$ cat config.mk
export PLATFORM = sky130hd
export DESIGN_NAME = iofsm_io_function_select_mux
export DESIGN_NICKNAME = d
export VERILOG_FILES = /design/src/rtl/iofsm_pkg.sv /design/src/rtl/iofsm_io_function_select_mux.sv /design/src/rtl/iofsm_pin_slice.sv
export VERILOG_INCLUDE_DIRS = /design/src /design/src/rtl
export SDC_FILE = /design/constraint.sdc
export NUM_CORES = 1
export LEC_CHECK = 0
export BUFFER_PORTS_ARGS = -buffer_cell sky130_fd_sc_hd__clkbuf_2
export CORE_AREA = 2 2 159 161
export CTS_CLUSTER_SIZE = 10
export DETAILED_ROUTE_END_ITERATION = 12
export DIE_AREA = 0 0 161 163
export GPL_ROUTABILITY_DRIVEN = 0
export PLACE_DENSITY = 0.53
export SYNTH_ARGS = -nofsm -noshare
export SYNTH_HDL_FRONTEND = slang
export SYNTH_SLANG_ARGS = --single-unit
$ cat constraint.sdc
create_clock -name ref_clk_in -period 1.35 [get_ports ref_clk_in]
set_input_delay 0.27 -clock ref_clk_in [delete_from_list [all_inputs] [get_ports ref_clk_in]]
set_output_delay 0.27 -clock ref_clk_in [all_outputs]
set_load 0.01 [all_outputs]
$ cat src/rtl/iofsm_cfg.svh
// constants for the io function select mux
`ifndef IOFSM_CFG_SVH
`define IOFSM_CFG_SVH
`define IOFSM_SEL_W 2
`define IOFSM_FN0 2'h0
`define IOFSM_FN1 2'h1
`define IOFSM_FN2 2'h2
`define IOFSM_HP_PINS 22
`define IOFSM_LP_PINS 8
`define IOFSM_USB_DM 10
`define IOFSM_USB_DP 11
`define IOFSM_CS0_PIN 14
`define IOFSM_CS1_PIN 15
`define IOFSM_CS_HI 5
`define IOFSM_LP_UART_IN 4'h0
`define IOFSM_USB_SEL 2'h3
`define IOFSM_RST_SEL 2'h1
`endif

$ cat src/rtl/iofsm_pkg.sv
// types for the io function select mux
package iofsm_pkg;
	typedef logic [1:0] iofsm_sel_t;
	typedef enum {iofsm_awake, iofsm_sleep} iofsm_mode_t;
endpackage

$ cat src/rtl/iofsm_io_function_select_mux.sv
// top of the io function select mux, high-power and low-power pins
//------------------------------
// Functional notes
// - each high-power pin offers up to three functions 0 to 2, each with a direction type; pins 10 and 11 add usb as select 3.
// - type letters: I reads the pin, O drives it, T allows high impedance via output enable.
// - an input_default_high function sees a constant 1 when its pin selects another function.
// - a default-low input function sees a constant 0 when its pin selects another function.
// - every pin offers gpio and pins 0 to 7 additionally offer low-power gpio.
// - gpio14 function 2 is fast_serial_chip_select_0, bidirectional, input default 1.
// - gpio15 to gpio19 function 2 drive chip selects 1 to 5, output and tri-state only.
// - in deep sleep the high-power mux is inactive and the low-power mux routes lp pins.
// - the low-power mux lets two lp signals, lp gpio and one lp peripheral signal, share one pin during deep sleep.
// - each lp pin is low_power_gpio or a low-power peripheral signal.
// - lp pins 0..7: function 0 is lp gpio n, function 1 dtr dsr rts cts rxd txd sda scl.
// - lp function selects are indexed by low-power gpio number.
// - the usb data pins leave reset on the usb serial/debug controller until reconfigured.
//------------------------------
`timescale 1ns/100ps
`include "iofsm_cfg.svh"
module iofsm_io_function_select_mux
	import iofsm_pkg::*;
#(
	parameter int HP_PINS = `IOFSM_HP_PINS,
	parameter int LP_PINS = `IOFSM_LP_PINS
)(
	// clock and reset
	input wire logic ref_clk_in,
	input wire logic reset_in,
	// configuration
	input wire logic deep_sleep_in,
	input wire logic sel_we_in,
	input wire logic [4:0] sel_idx_in,
	input wire iofsm_pkg::iofsm_sel_t sel_data_in,
	input wire logic lp_sel_we_in,
	input wire logic [2:0] lp_sel_idx_in,
	input wire logic lp_sel_data_in,
	// high-power pins
	input wire logic [HP_PINS-1:0] pin_in,
	output logic [HP_PINS-1:0] pin_out,
	output logic [HP_PINS-1:0] pin_oe_out,
	// high-power functions
	input wire logic [HP_PINS-1:0] f0_out_in,
	input wire logic [HP_PINS-1:0] f0_oe_in,
	output logic [HP_PINS-1:0] f0_in_out,
	input wire logic [HP_PINS-1:0] gpio_out_in,
	input wire logic [HP_PINS-1:0] gpio_oe_in,
	output logic [HP_PINS-1:0] gpio_in_out,
	input wire logic [HP_PINS-1:0] f2_out_in,
	input wire logic [HP_PINS-1:0] f2_oe_in,
	output logic [HP_PINS-1:0] f2_in_out,
	// usb serial/debug controller on its pins
	input wire logic [1:0] usb_out_in,
	input wire logic [1:0] usb_oe_in,
	output logic [1:0] usb_in_out,
	// low-power pins
	input wire logic [LP_PINS-1:0] lp_pin_in,
	output logic [LP_PINS-1:0] lp_pin_out,
	output logic [LP_PINS-1:0] lp_pin_oe_out,
	// low-power functions
	input wire logic [LP_PINS-1:0] low_power_gpio_out_in,
	input wire logic [LP_PINS-1:0] low_power_gpio_oe_in,
	output logic [LP_PINS-1:0] low_power_gpio_in_out,
	input wire logic [LP_PINS-1:0] lp_periph_out_in,
	input wire logic [LP_PINS-1:0] lp_periph_oe_in,
	output logic [LP_PINS-1:0] lp_periph_in_out,
	// current selections
	output iofsm_pkg::iofsm_sel_t [HP_PINS-1:0] sel_out,
	output logic [LP_PINS-1:0] lp_sel_out
);
	import iofsm_pkg::*;

	//------------------------------
	// select registers
	//------------------------------
	iofsm_sel_t [HP_PINS-1:0] sel_q, sel_d;
	logic [LP_PINS-1:0] lp_sel_q, lp_sel_d;
	logic sleep_q, sleep_d;

	always_comb
	begin
		sel_d = sel_q;
		lp_sel_d = lp_sel_q;
		sleep_d = deep_sleep_in;
		if (sel_we_in && (32'(sel_idx_in) < HP_PINS))
			sel_d[sel_idx_in] = sel_data_in;
		if (lp_sel_we_in)
			lp_sel_d[lp_sel_idx_in] = lp_sel_data_in;
	end

	always_ff @(posedge ref_clk_in)
	begin
		if (reset_in)
		begin
			for (int i = 0; i < HP_PINS; i++)
				sel_q[i] <= `IOFSM_RST_SEL;
			sel_q[`IOFSM_USB_DM] <= `IOFSM_USB_SEL;
			sel_q[`IOFSM_USB_DP] <= `IOFSM_USB_SEL;
			lp_sel_q <= '0;
			sleep_q <= 1'b0;
		end
		else
		begin
			sel_q <= sel_d;
			lp_sel_q <= lp_sel_d;
			sleep_q <= sleep_d;
		end
	end

	assign sel_out = sel_q;
	assign lp_sel_out = lp_sel_q;

	//------------------------------
	// high-power slices
	//------------------------------
	logic [HP_PINS-1:0] hp_pin, hp_oe;

	genvar g;
	generate
		for (g = 0; g < HP_PINS; g++)
		begin : g_hp
			iofsm_pin_slice #(
				.F0_DEF_HIGH(1'b1),
				.F2_PRESENT(g >= `IOFSM_CS0_PIN && g <= `IOFSM_CS0_PIN + `IOFSM_CS_HI),
				.F2_HAS_IN(g == `IOFSM_CS0_PIN)
			) u_slice (
				.pin_in(pin_in[g]),
				.pin_out(hp_pin[g]),
				.pin_oe_out(hp_oe[g]),
				.sel_in(sel_q[g]),
				.active_in(~sleep_q),
				.f0_out_in(f0_out_in[g]),
				.f0_oe_in(f0_oe_in[g]),
				.f0_in_out(f0_in_out[g]),
				.gpio_out_in(gpio_out_in[g]),
				.gpio_oe_in(gpio_oe_in[g]),
				.gpio_in_out(gpio_in_out[g]),
				.f2_out_in(f2_out_in[g]),
				.f2_oe_in(f2_oe_in[g]),
				.f2_in_out(f2_in_out[g])
			);
		end
	endgenerate

	//------------------------------
	// usb pins and pin outputs
	//------------------------------
	always_comb
	begin
		pin_out = hp_pin;
		pin_oe_out = hp_oe;
		usb_in_out = 2'h0;
		for (int u = 0; u < 2; u++)
		begin
			if (!sleep_q && sel_q[`IOFSM_USB_DM + u] == `IOFSM_USB_SEL)
			begin
				pin_out[`IOFSM_USB_DM + u] = usb_out_in[u];
				pin_oe_out[`IOFSM_USB_DM + u] = usb_oe_in[u];
				usb_in_out[u] = pin_in[`IOFSM_USB_DM + u];
			end
		end
	end

	//------------------------------
	// low-power mux
	//------------------------------
	always_comb
	begin
		lp_pin_out = '0;
		lp_pin_oe_out = '0;
		low_power_gpio_in_out = '0;
		lp_periph_in_out = '1; // idle levels for uart and i2c inputs
		if (sleep_q)
		begin
			for (int l = 0; l < LP_PINS; l++)
			begin
				if (!lp_sel_q[l])
				begin
					lp_pin_out[l] = low_power_gpio_out_in[l];
					lp_pin_oe_out[l] = low_power_gpio_oe_in[l];
					low_power_gpio_in_out[l] = lp_pin_in[l];
				end
				else
				begin
					lp_pin_out[l] = lp_periph_out_in[l];
					lp_pin_oe_out[l] = lp_periph_oe_in[l];
					lp_periph_in_out[l] = lp_pin_in[l];
				end
			end
		end
	end

	//------------------------------
	// checks
	//------------------------------
	property p_cs_in_default;
		@(posedge ref_clk_in) disable iff (reset_in)
		(sel_q[`IOFSM_CS0_PIN] != `IOFSM_FN2 || sleep_q) |-> f2_in_out[`IOFSM_CS0_PIN];
	endproperty
	a_cs_in_default: assert property (p_cs_in_default) else $error("cs0 input not high");

	property p_cs1_no_in;
		@(posedge ref_clk_in) disable iff (reset_in)
		1'b1 |-> f2_in_out[`IOFSM_CS1_PIN];
	endproperty
	a_cs1_no_in: assert property (p_cs1_no_in) else $error("cs1 has input path");

	property p_gpio_default;
		@(posedge ref_clk_in) disable iff (reset_in)
		(sel_q[0] != `IOFSM_FN1) |-> !gpio_in_out[0];
	endproperty
	a_gpio_default: assert property (p_gpio_default) else $error("gpio input not low");

	property p_f0_default;
		@(posedge ref_clk_in) disable iff (reset_in)
		(sel_q[1] != `IOFSM_FN0) |-> f0_in_out[1];
	endproperty
	a_f0_default: assert property (p_f0_default) else $error("f0 input not high");

	property p_sleep_off;
		@(posedge ref_clk_in) disable iff (reset_in)
		sleep_q |-> (pin_oe_out == '0);
	endproperty
	a_sleep_off: assert property (p_sleep_off) else $error("hp pin driven in sleep");

	property p_lp_awake;
		@(posedge ref_clk_in) disable iff (reset_in)
		!sleep_q |-> (lp_pin_oe_out == '0);
	endproperty
	a_lp_awake: assert property (p_lp_awake) else $error("lp pin driven awake");

	property p_sel_write;
		@(posedge ref_clk_in) disable iff (reset_in)
		(sel_we_in && sel_idx_in == 5'h00) |=> (sel_q[0] == $past(sel_data_in));
	endproperty
	a_sel_write: assert property (p_sel_write) else $error("select not updated");

	property p_lp_route;
		@(posedge ref_clk_in) disable iff (reset_in)
		(sleep_q && !lp_sel_q[0]) |-> (lp_pin_out[0] == low_power_gpio_out_in[0]);
	endproperty
	a_lp_route: assert property (p_lp_route) else $error("lp gpio not routed");

	property p_usb_reset;
		@(posedge ref_clk_in)
		reset_in |=> (sel_q[`IOFSM_USB_DM] == `IOFSM_USB_SEL && sel_q[`IOFSM_USB_DP] == `IOFSM_USB_SEL);
	endproperty
	a_usb_reset: assert property (p_usb_reset) else $error("usb pins not default");
endmodule

$ cat src/rtl/iofsm_pin_slice.sv
// one high-power pin: function select and routing
`timescale 1ns/100ps
`include "iofsm_cfg.svh"
module iofsm_pin_slice
	import iofsm_pkg::*;
#(
	parameter bit F0_DEF_HIGH = 1'b1,
	parameter bit F2_PRESENT = 1'b0,
	parameter bit F2_HAS_IN = 1'b1
)(
	// pin side
	input wire logic pin_in,
	output logic pin_out,
	output logic pin_oe_out,
	// selection
	input wire iofsm_pkg::iofsm_sel_t sel_in,
	input wire logic active_in,
	// function 0
	input wire logic f0_out_in,
	input wire logic f0_oe_in,
	output logic f0_in_out,
	// gpio function 1
	input wire logic gpio_out_in,
	input wire logic gpio_oe_in,
	output logic gpio_in_out,
	// function 2
	input wire logic f2_out_in,
	input wire logic f2_oe_in,
	output logic f2_in_out
);
	import iofsm_pkg::*;

	always_comb
	begin
		pin_out = 1'b0;
		pin_oe_out = 1'b0;
		f0_in_out = F0_DEF_HIGH;
		gpio_in_out = 1'b0;
		f2_in_out = 1'b1;
		if (active_in)
		begin
			case (sel_in)
				`IOFSM_FN0:
				begin
					pin_out = f0_out_in;
					pin_oe_out = f0_oe_in;
					f0_in_out = pin_in;
				end
				`IOFSM_FN1:
				begin
					pin_out = gpio_out_in;
					pin_oe_out = gpio_oe_in;
					gpio_in_out = pin_in;
				end
				`IOFSM_FN2:
				begin
					if (F2_PRESENT)
					begin
						pin_out = f2_out_in;
						pin_oe_out = f2_oe_in;
						if (F2_HAS_IN)
							f2_in_out = pin_in;
					end
				end
				default:
				begin
					pin_oe_out = 1'b0;
				end
			endcase
		end
	end
endmodule

### Word-level counts from Yosys, hierarchy flattened

Cells that the tools add are included.
Widths: inputs -> output; s select.

| cells by class | value |
|---|---|
| magnitude comparators | 5 |
| equal/unequal tests | 30 |
| multiplexer cells | 226 |
| reductions and logical operators | 28 |

Operator list:

| operator | count |
|---|---|
| $mux 1 | 173 |
| $pmux 1 s2 | 32 |
| $bwmux 44 | 1 |
| $eq 2x1->1 const B | 22 |
| $logic_not 2->1 | 22 |
| $pmux 1 s3 | 12 |
| $mux 8 | 4 |
| $eq 2x2->1 const B | 8 |
| $demux 2 s5 | 1 |
| $bwmux 8 | 1 |
| $lt 5x6->1 const B | 1 |
| $ge 5x1->1 const B | 1 |
| $logic_and 1x1->1 | 5 |
| $lt 5x5->1 const B | 1 |
| $lt 3x4->1 const B | 1 |
| $demux 1 s3 | 1 |
| $ge 3x1->1 const B | 1 |
| $mux 2 | 1 |
| $logic_not 1->1 | 1 |

| storage, ports and cells | value |
|---|---|
| register bits after elaboration | 53 |
| input bits | 214 |
| output and inout bits | 196 |
| logic and storage cells | 313 |

### Longest topological paths before layout

| logic depth | value |
|---|---|
| depth after elaboration | 5 |
| mapped depth | 4 |
| mapped depth without buffers | 3 |

### Cells and area by module

From an unflattened synthesis, not the netlist that was laid out.

| unflattened totals | value |
|---|---|
| cell total of the unflattened synthesis | 558 |
| area total of the unflattened synthesis | 4,509.3 um^2 |

Modules (own cells, without submodules):

| module | instances | cells each | area an instance (um^2) | sequential area each (um^2) |
|---|---|---|---|---|
| iofsm_io_function_select_mux | 1 | 326 | 2,912.8 | 1,061.0 |
| iofsm_pin_slice (g_hp[0].u_slice ...) | 16 | 10 | 66.3 | 0.0 |
| iofsm_pin_slice (g_hp[15].u_slice ...) | 5 | 12 | 90.1 | 0.0 |
| iofsm_pin_slice (g_hp[14].u_slice) | 1 | 12 | 85.1 | 0.0 |

### Worst setup path after synthesis

Ideal clock, no wire load.

| timing | value |
|---|---|
| path kind | register -> output |
| from | reg sel_q (netlist bit sel_out[20]) |
| to | out f0_in_out[10] |
| arrival | 1.116 ns |
| data required time | 1.080 ns |
| setup slack | -0.036 ns |
| cell stages (with the launch flop) | 4 |
| path buffers | 2 |
| cells stage by stage | dfxtp_1 > buf_2 > or4_1 > buf_4 |

| between the ends | value |
|---|---|
| cells in the longest elaborated chain, start to end | 3 |

Ends and longest elaborated chain:

| item | RTL line | source |
|---|---|---|
| from (decl) | iofsm_io_function_select_mux.sv:75 | `iofsm_sel_t [HP_PINS-1:0] sel_q, sel_d;` |
| from (signal, indexed assignment) | iofsm_io_function_select_mux.sv:95 | `` sel_q[i] <= `IOFSM_RST_SEL; `` |
| from (signal, indexed assignment) | iofsm_io_function_select_mux.sv:96 | `` sel_q[`IOFSM_USB_DM] <= `IOFSM_USB_SEL; `` |
| from (signal, indexed assignment) | iofsm_io_function_select_mux.sv:97 | `` sel_q[`IOFSM_USB_DP] <= `IOFSM_USB_SEL; `` |
| $logic_not 2->1 | iofsm_pin_slice.sv:42 | `case (sel_in)` |
| $mux 1 | iofsm_pin_slice.sv:42 |  |
| $mux 1 | iofsm_pin_slice.sv:40 | `if (active_in)` |
| to (decl) | iofsm_io_function_select_mux.sv:44 | `output logic [HP_PINS-1:0] f0_in_out,` |

No other way between the ends.

### Worst setup path in the final report

| timing | value |
|---|---|
| from | reg sleep_q |
| to | out f0_in_out[1] |

| between the ends | value |
|---|---|
| cells in the longest elaborated chain, start to end | 1 |

Ends and longest elaborated chain:

| item | RTL line | source |
|---|---|---|
| from (decl) | iofsm_io_function_select_mux.sv:77 | `logic sleep_q, sleep_d;` |
| from (signal assigned) | iofsm_io_function_select_mux.sv:105 | `sleep_q <= sleep_d;` |
| $mux 1 | iofsm_pin_slice.sv:40 |  |

No other way between the ends.

==> reports/qor.txt <==
==================================================================================================
Maximum number of pins on one net before global-route repair                                    27
Top library cells by usage in the layout, fill and taps aside                         270 x sky130_fd_sc_hd__clkbuf_2, 111 x sky130_fd_sc_hd__mux2i_1, 81 x sky130_fd_sc_hd__buf_2, 65 x sky130_fd_sc_hd__buf_4, 48 x sky130_fd_sc_hd__nand2_1
Placed inst area                                                                        6709 sq um
Hold Fails Final Rpt                                                                             0
Vias in the first global route                                                                4691
Post-Route Setup TNS                                                                     -27.58 ns
Fraction of registers with async set/reset                                                      0%
Die ar.                                                                                26240 sq um
Library cells used by synthesis                                                                 31
Global-route wire length before repair                                                    25.06 mm
Antenna violations before repair                                                                 0
Count of warnings emitted by yosys                                                               0
Top cell type by total area after synthesis                                           sky130_fd_sc_hd__mux2i_1
Avg Synthesized Cell Area                                                              7.977 sq um
Standard-cell row count                                                                         58
All-Layer GR Usage                                                                          12.12%
Starting density of the core                                                                19.04%
Via/cell ratio                                                                               4.112
Fraction of final layout cells sized beyond drive strength 1                                62.65%
Maximum buffer depth of the clock tree                                                           2
Number of enable-type register cells in the synthesized netlist                                  0
Die Height                                                                             163 microns
Remaining global-route overflow                                                                  0
Peak fanout along the critical path                                                             26
Skew-Pair Late Insertion Delay                                                             0.29 ns
Critical Path Source Type                                                                 register
DRC violation count after routing                                                                0
CTS buffer count                                                                                 5
Final period demand of the worst path                                                     1.760 ns
Final setup slack of the worst path                                                     -0.4101 ns
Post-synthesis instance area                                                            4698 sq um
Clock tree root buffer cell                                                           sky130_fd_sc_hd__clkbuf_16
Area Overhead vs Synth                                                                      59.79%
Post-synth top flop                                                                   sky130_fd_sc_hd__dfxtp_1
CTS tree                                                                                     built
Setup-violating endpoint count in the final report                                             123
Failing checks                                                                        setup timing
Proportion of synthesized chip area in sequential cells                                     22.58%
#FFs+latches synth                                                                              53
Portion of the clock cycle consumed by the worst path in the final layout                   130.4%
Hold Crit Class                                                                             in2reg
Worst Setup End Kind                                                                  primary output
DR iter-0 viols                                                                                132
Detailed Routing Iterations Pass 1                                                               4
Required time worst endpoint                                                               1.08 ns
RSZ-0062 raised after global routing                                                          true
Power consumption                                                                       0.004212 W
Worst IR Drop VDD                                                                        0.3845 mV
Clock transition time at the flip-flop clock pins of the worst setup and hold paths        0.07 ns
Number of maximum-capacitance violations                                                         0
Number of H-tree branching levels                                                                2
Placed wire-length estimate                                                               14.10 mm
Final-report max-slew violation count                                                            0
Result of the run                                                                     complete, but fails checks
Via count of the routed design                                                                5144
Core footprint                                                                         24670 sq um
Post-route ant nets                                                                              0
Wire length per cell after detailed routing                                           13.84 microns
Cells along the critical path                                                         buf_12 > or4_1 > clkbuf_2
Final antenna diode count                                                                        0
Leakage power figure                                                                      4.106 nW
F_max                                                                                   0.5681 GHz
Library cell contributing the largest single delay on the critical path               sky130_fd_sc_hd__or4_1
Number of I/O pins                                                                             410
Final Cell Area                                                                         7507 sq um
Worst hold slack                                                                         0.1848 ns
Final worst clock skew                                                                        0 ns
Input/output buffers                                                                           356
Delay of the slowest cell on the worst path                                                0.50 ns
Cell types occupying the most area after synthesis                                    sky130_fd_sc_hd__mux2i_1 24%, sky130_fd_sc_hd__dfxtp_1 23%, sky130_fd_sc_hd__buf_4 17%, sky130_fd_sc_hd__nor3_1 5.3%, sky130_fd_sc_hd__nand2_1 4.6%
Power density of the placed cells                                                     561.1 nW/um^2
Arrival time reported for the critical path endpoint                                       1.49 ns
Mapped Cells                                                                                   589
Setup CP Type                                                                              reg2out
Clock sinks                                                                                     53
Total detailed-routing wirelength                                                         17.31 mm
Final Net Count                                                                               1134
Most common cell after layout, fill and taps aside                                    sky130_fd_sc_hd__clkbuf_2
Fraction of synthesized cell area taken by the top area cell type                           23.65%
Die width                                                                              161 microns
==================================================================================================
## critical path, delay by kind of cell (launching register included)
kind / cells / cell delay, ns
buffers and inverters: 2 / 0.31
DFF: 1 / 0.36
and+or+nand+nor: 1 / 0.50
## report_power, final
group / internal (W) / switching, W / leakage, nW
clock: 0.000743 / 0.000609 / 0.0712
combinational: 0.000644 / 0.000631 / 3.60
sequential: 0.00156 / 0.0000210 / 0.433
total: 0.00295 / 0.00126 / 4.11
## what timing repair did
action,in CTS,in global routing
resized for setup,95,149
setup buffers,4,0
hold buffers,0,0
pin swaps,15,18
endpoints found under the setup margin,124,126
## logic make-up (layout without fill, tap and decap cells)
group	count (synthesis)	in the layout	synth area share, %
compound gates	18	18	2.184
buf+inv	135	447	19.81
other cells	1	21	0.07982
mux	111	111	23.65
flops	53	53	22.58
simple gates	271	271	31.69
## per-layer routing
layer	routed length (microns)	global-route usage (%)
met5	0	0
met3	971	2.266
met2	8977	22.42
met4	246	2.679
met1	7113	14.53
## cell usage after synthesis (5+ instances only)
master	count
sky130_fd_sc_hd__nand2_1	58
sky130_fd_sc_hd__mux2i_1	111
sky130_fd_sc_hd__nor2_1	45
sky130_fd_sc_hd__nor3_1	50
sky130_fd_sc_hd__dfxtp_1	53
sky130_fd_sc_hd__a21oi_1	13
sky130_fd_sc_hd__clkbuf_1	15
sky130_fd_sc_hd__nand3b_1	8
sky130_fd_sc_hd__and4bb_2	6
sky130_fd_sc_hd__buf_2	11
sky130_fd_sc_hd__or4_1	21
sky130_fd_sc_hd__nor2b_1	26
sky130_fd_sc_hd__nand4_1	5
sky130_fd_sc_hd__buf_4	107
sky130_fd_sc_hd__nand2b_1	22
sky130_fd_sc_hd__or2_2	12
## registers in the layout, indices dropped and copies added (netlist names)
register	cells
lp_sel_out	8
sel_out	44
sleep_q	1
## path summary, 6_finish.rpt
| kind | start | cells after the start | endpoint | slack [ns] |
|---|---|---|---|---|
| max | sleep_q$_SDFF_PP0_ | 3 | f0_in_out[1] | -0.41 |
| min | deep_sleep_in | 2 | sleep_q$_SDFF_PP0_ | 0.18 |
| max reg2reg | sel_out[0]$_SDFFE_PP1P_ | 3 | sel_out[0]$_SDFFE_PP1P_ | 0.51 |
| min reg2reg | sel_out[35]$_SDFFE_PP0P_ | 2 | sel_out[35]$_SDFFE_PP0P_ | 0.52 |
## layout make-up
cell class | count | area, sq um
well taps | 330 | 412.9
fillers | 2683 | 17170
flip-flops and latches | 53 | 1107
multi-input cells | 421 | 3263
repair buffers | 439 | 2577
clock buffers | 8 | 146.4
## through the flow
stage          utilization [%]  worst slack, ns  cells
5_1_grt                  30.43          -0.4412   1251
3_5_place_dp             27.19          -0.1144   1239
4_1_cts                  29.42          -0.4220   1251
3_3_place_gp             27.19          -0.1168   1239
2_1_floorplan                -         0.003444    609
6_report                 30.43          -0.4101   1251
No activity file was read; power rests on OpenSTA's default activity.
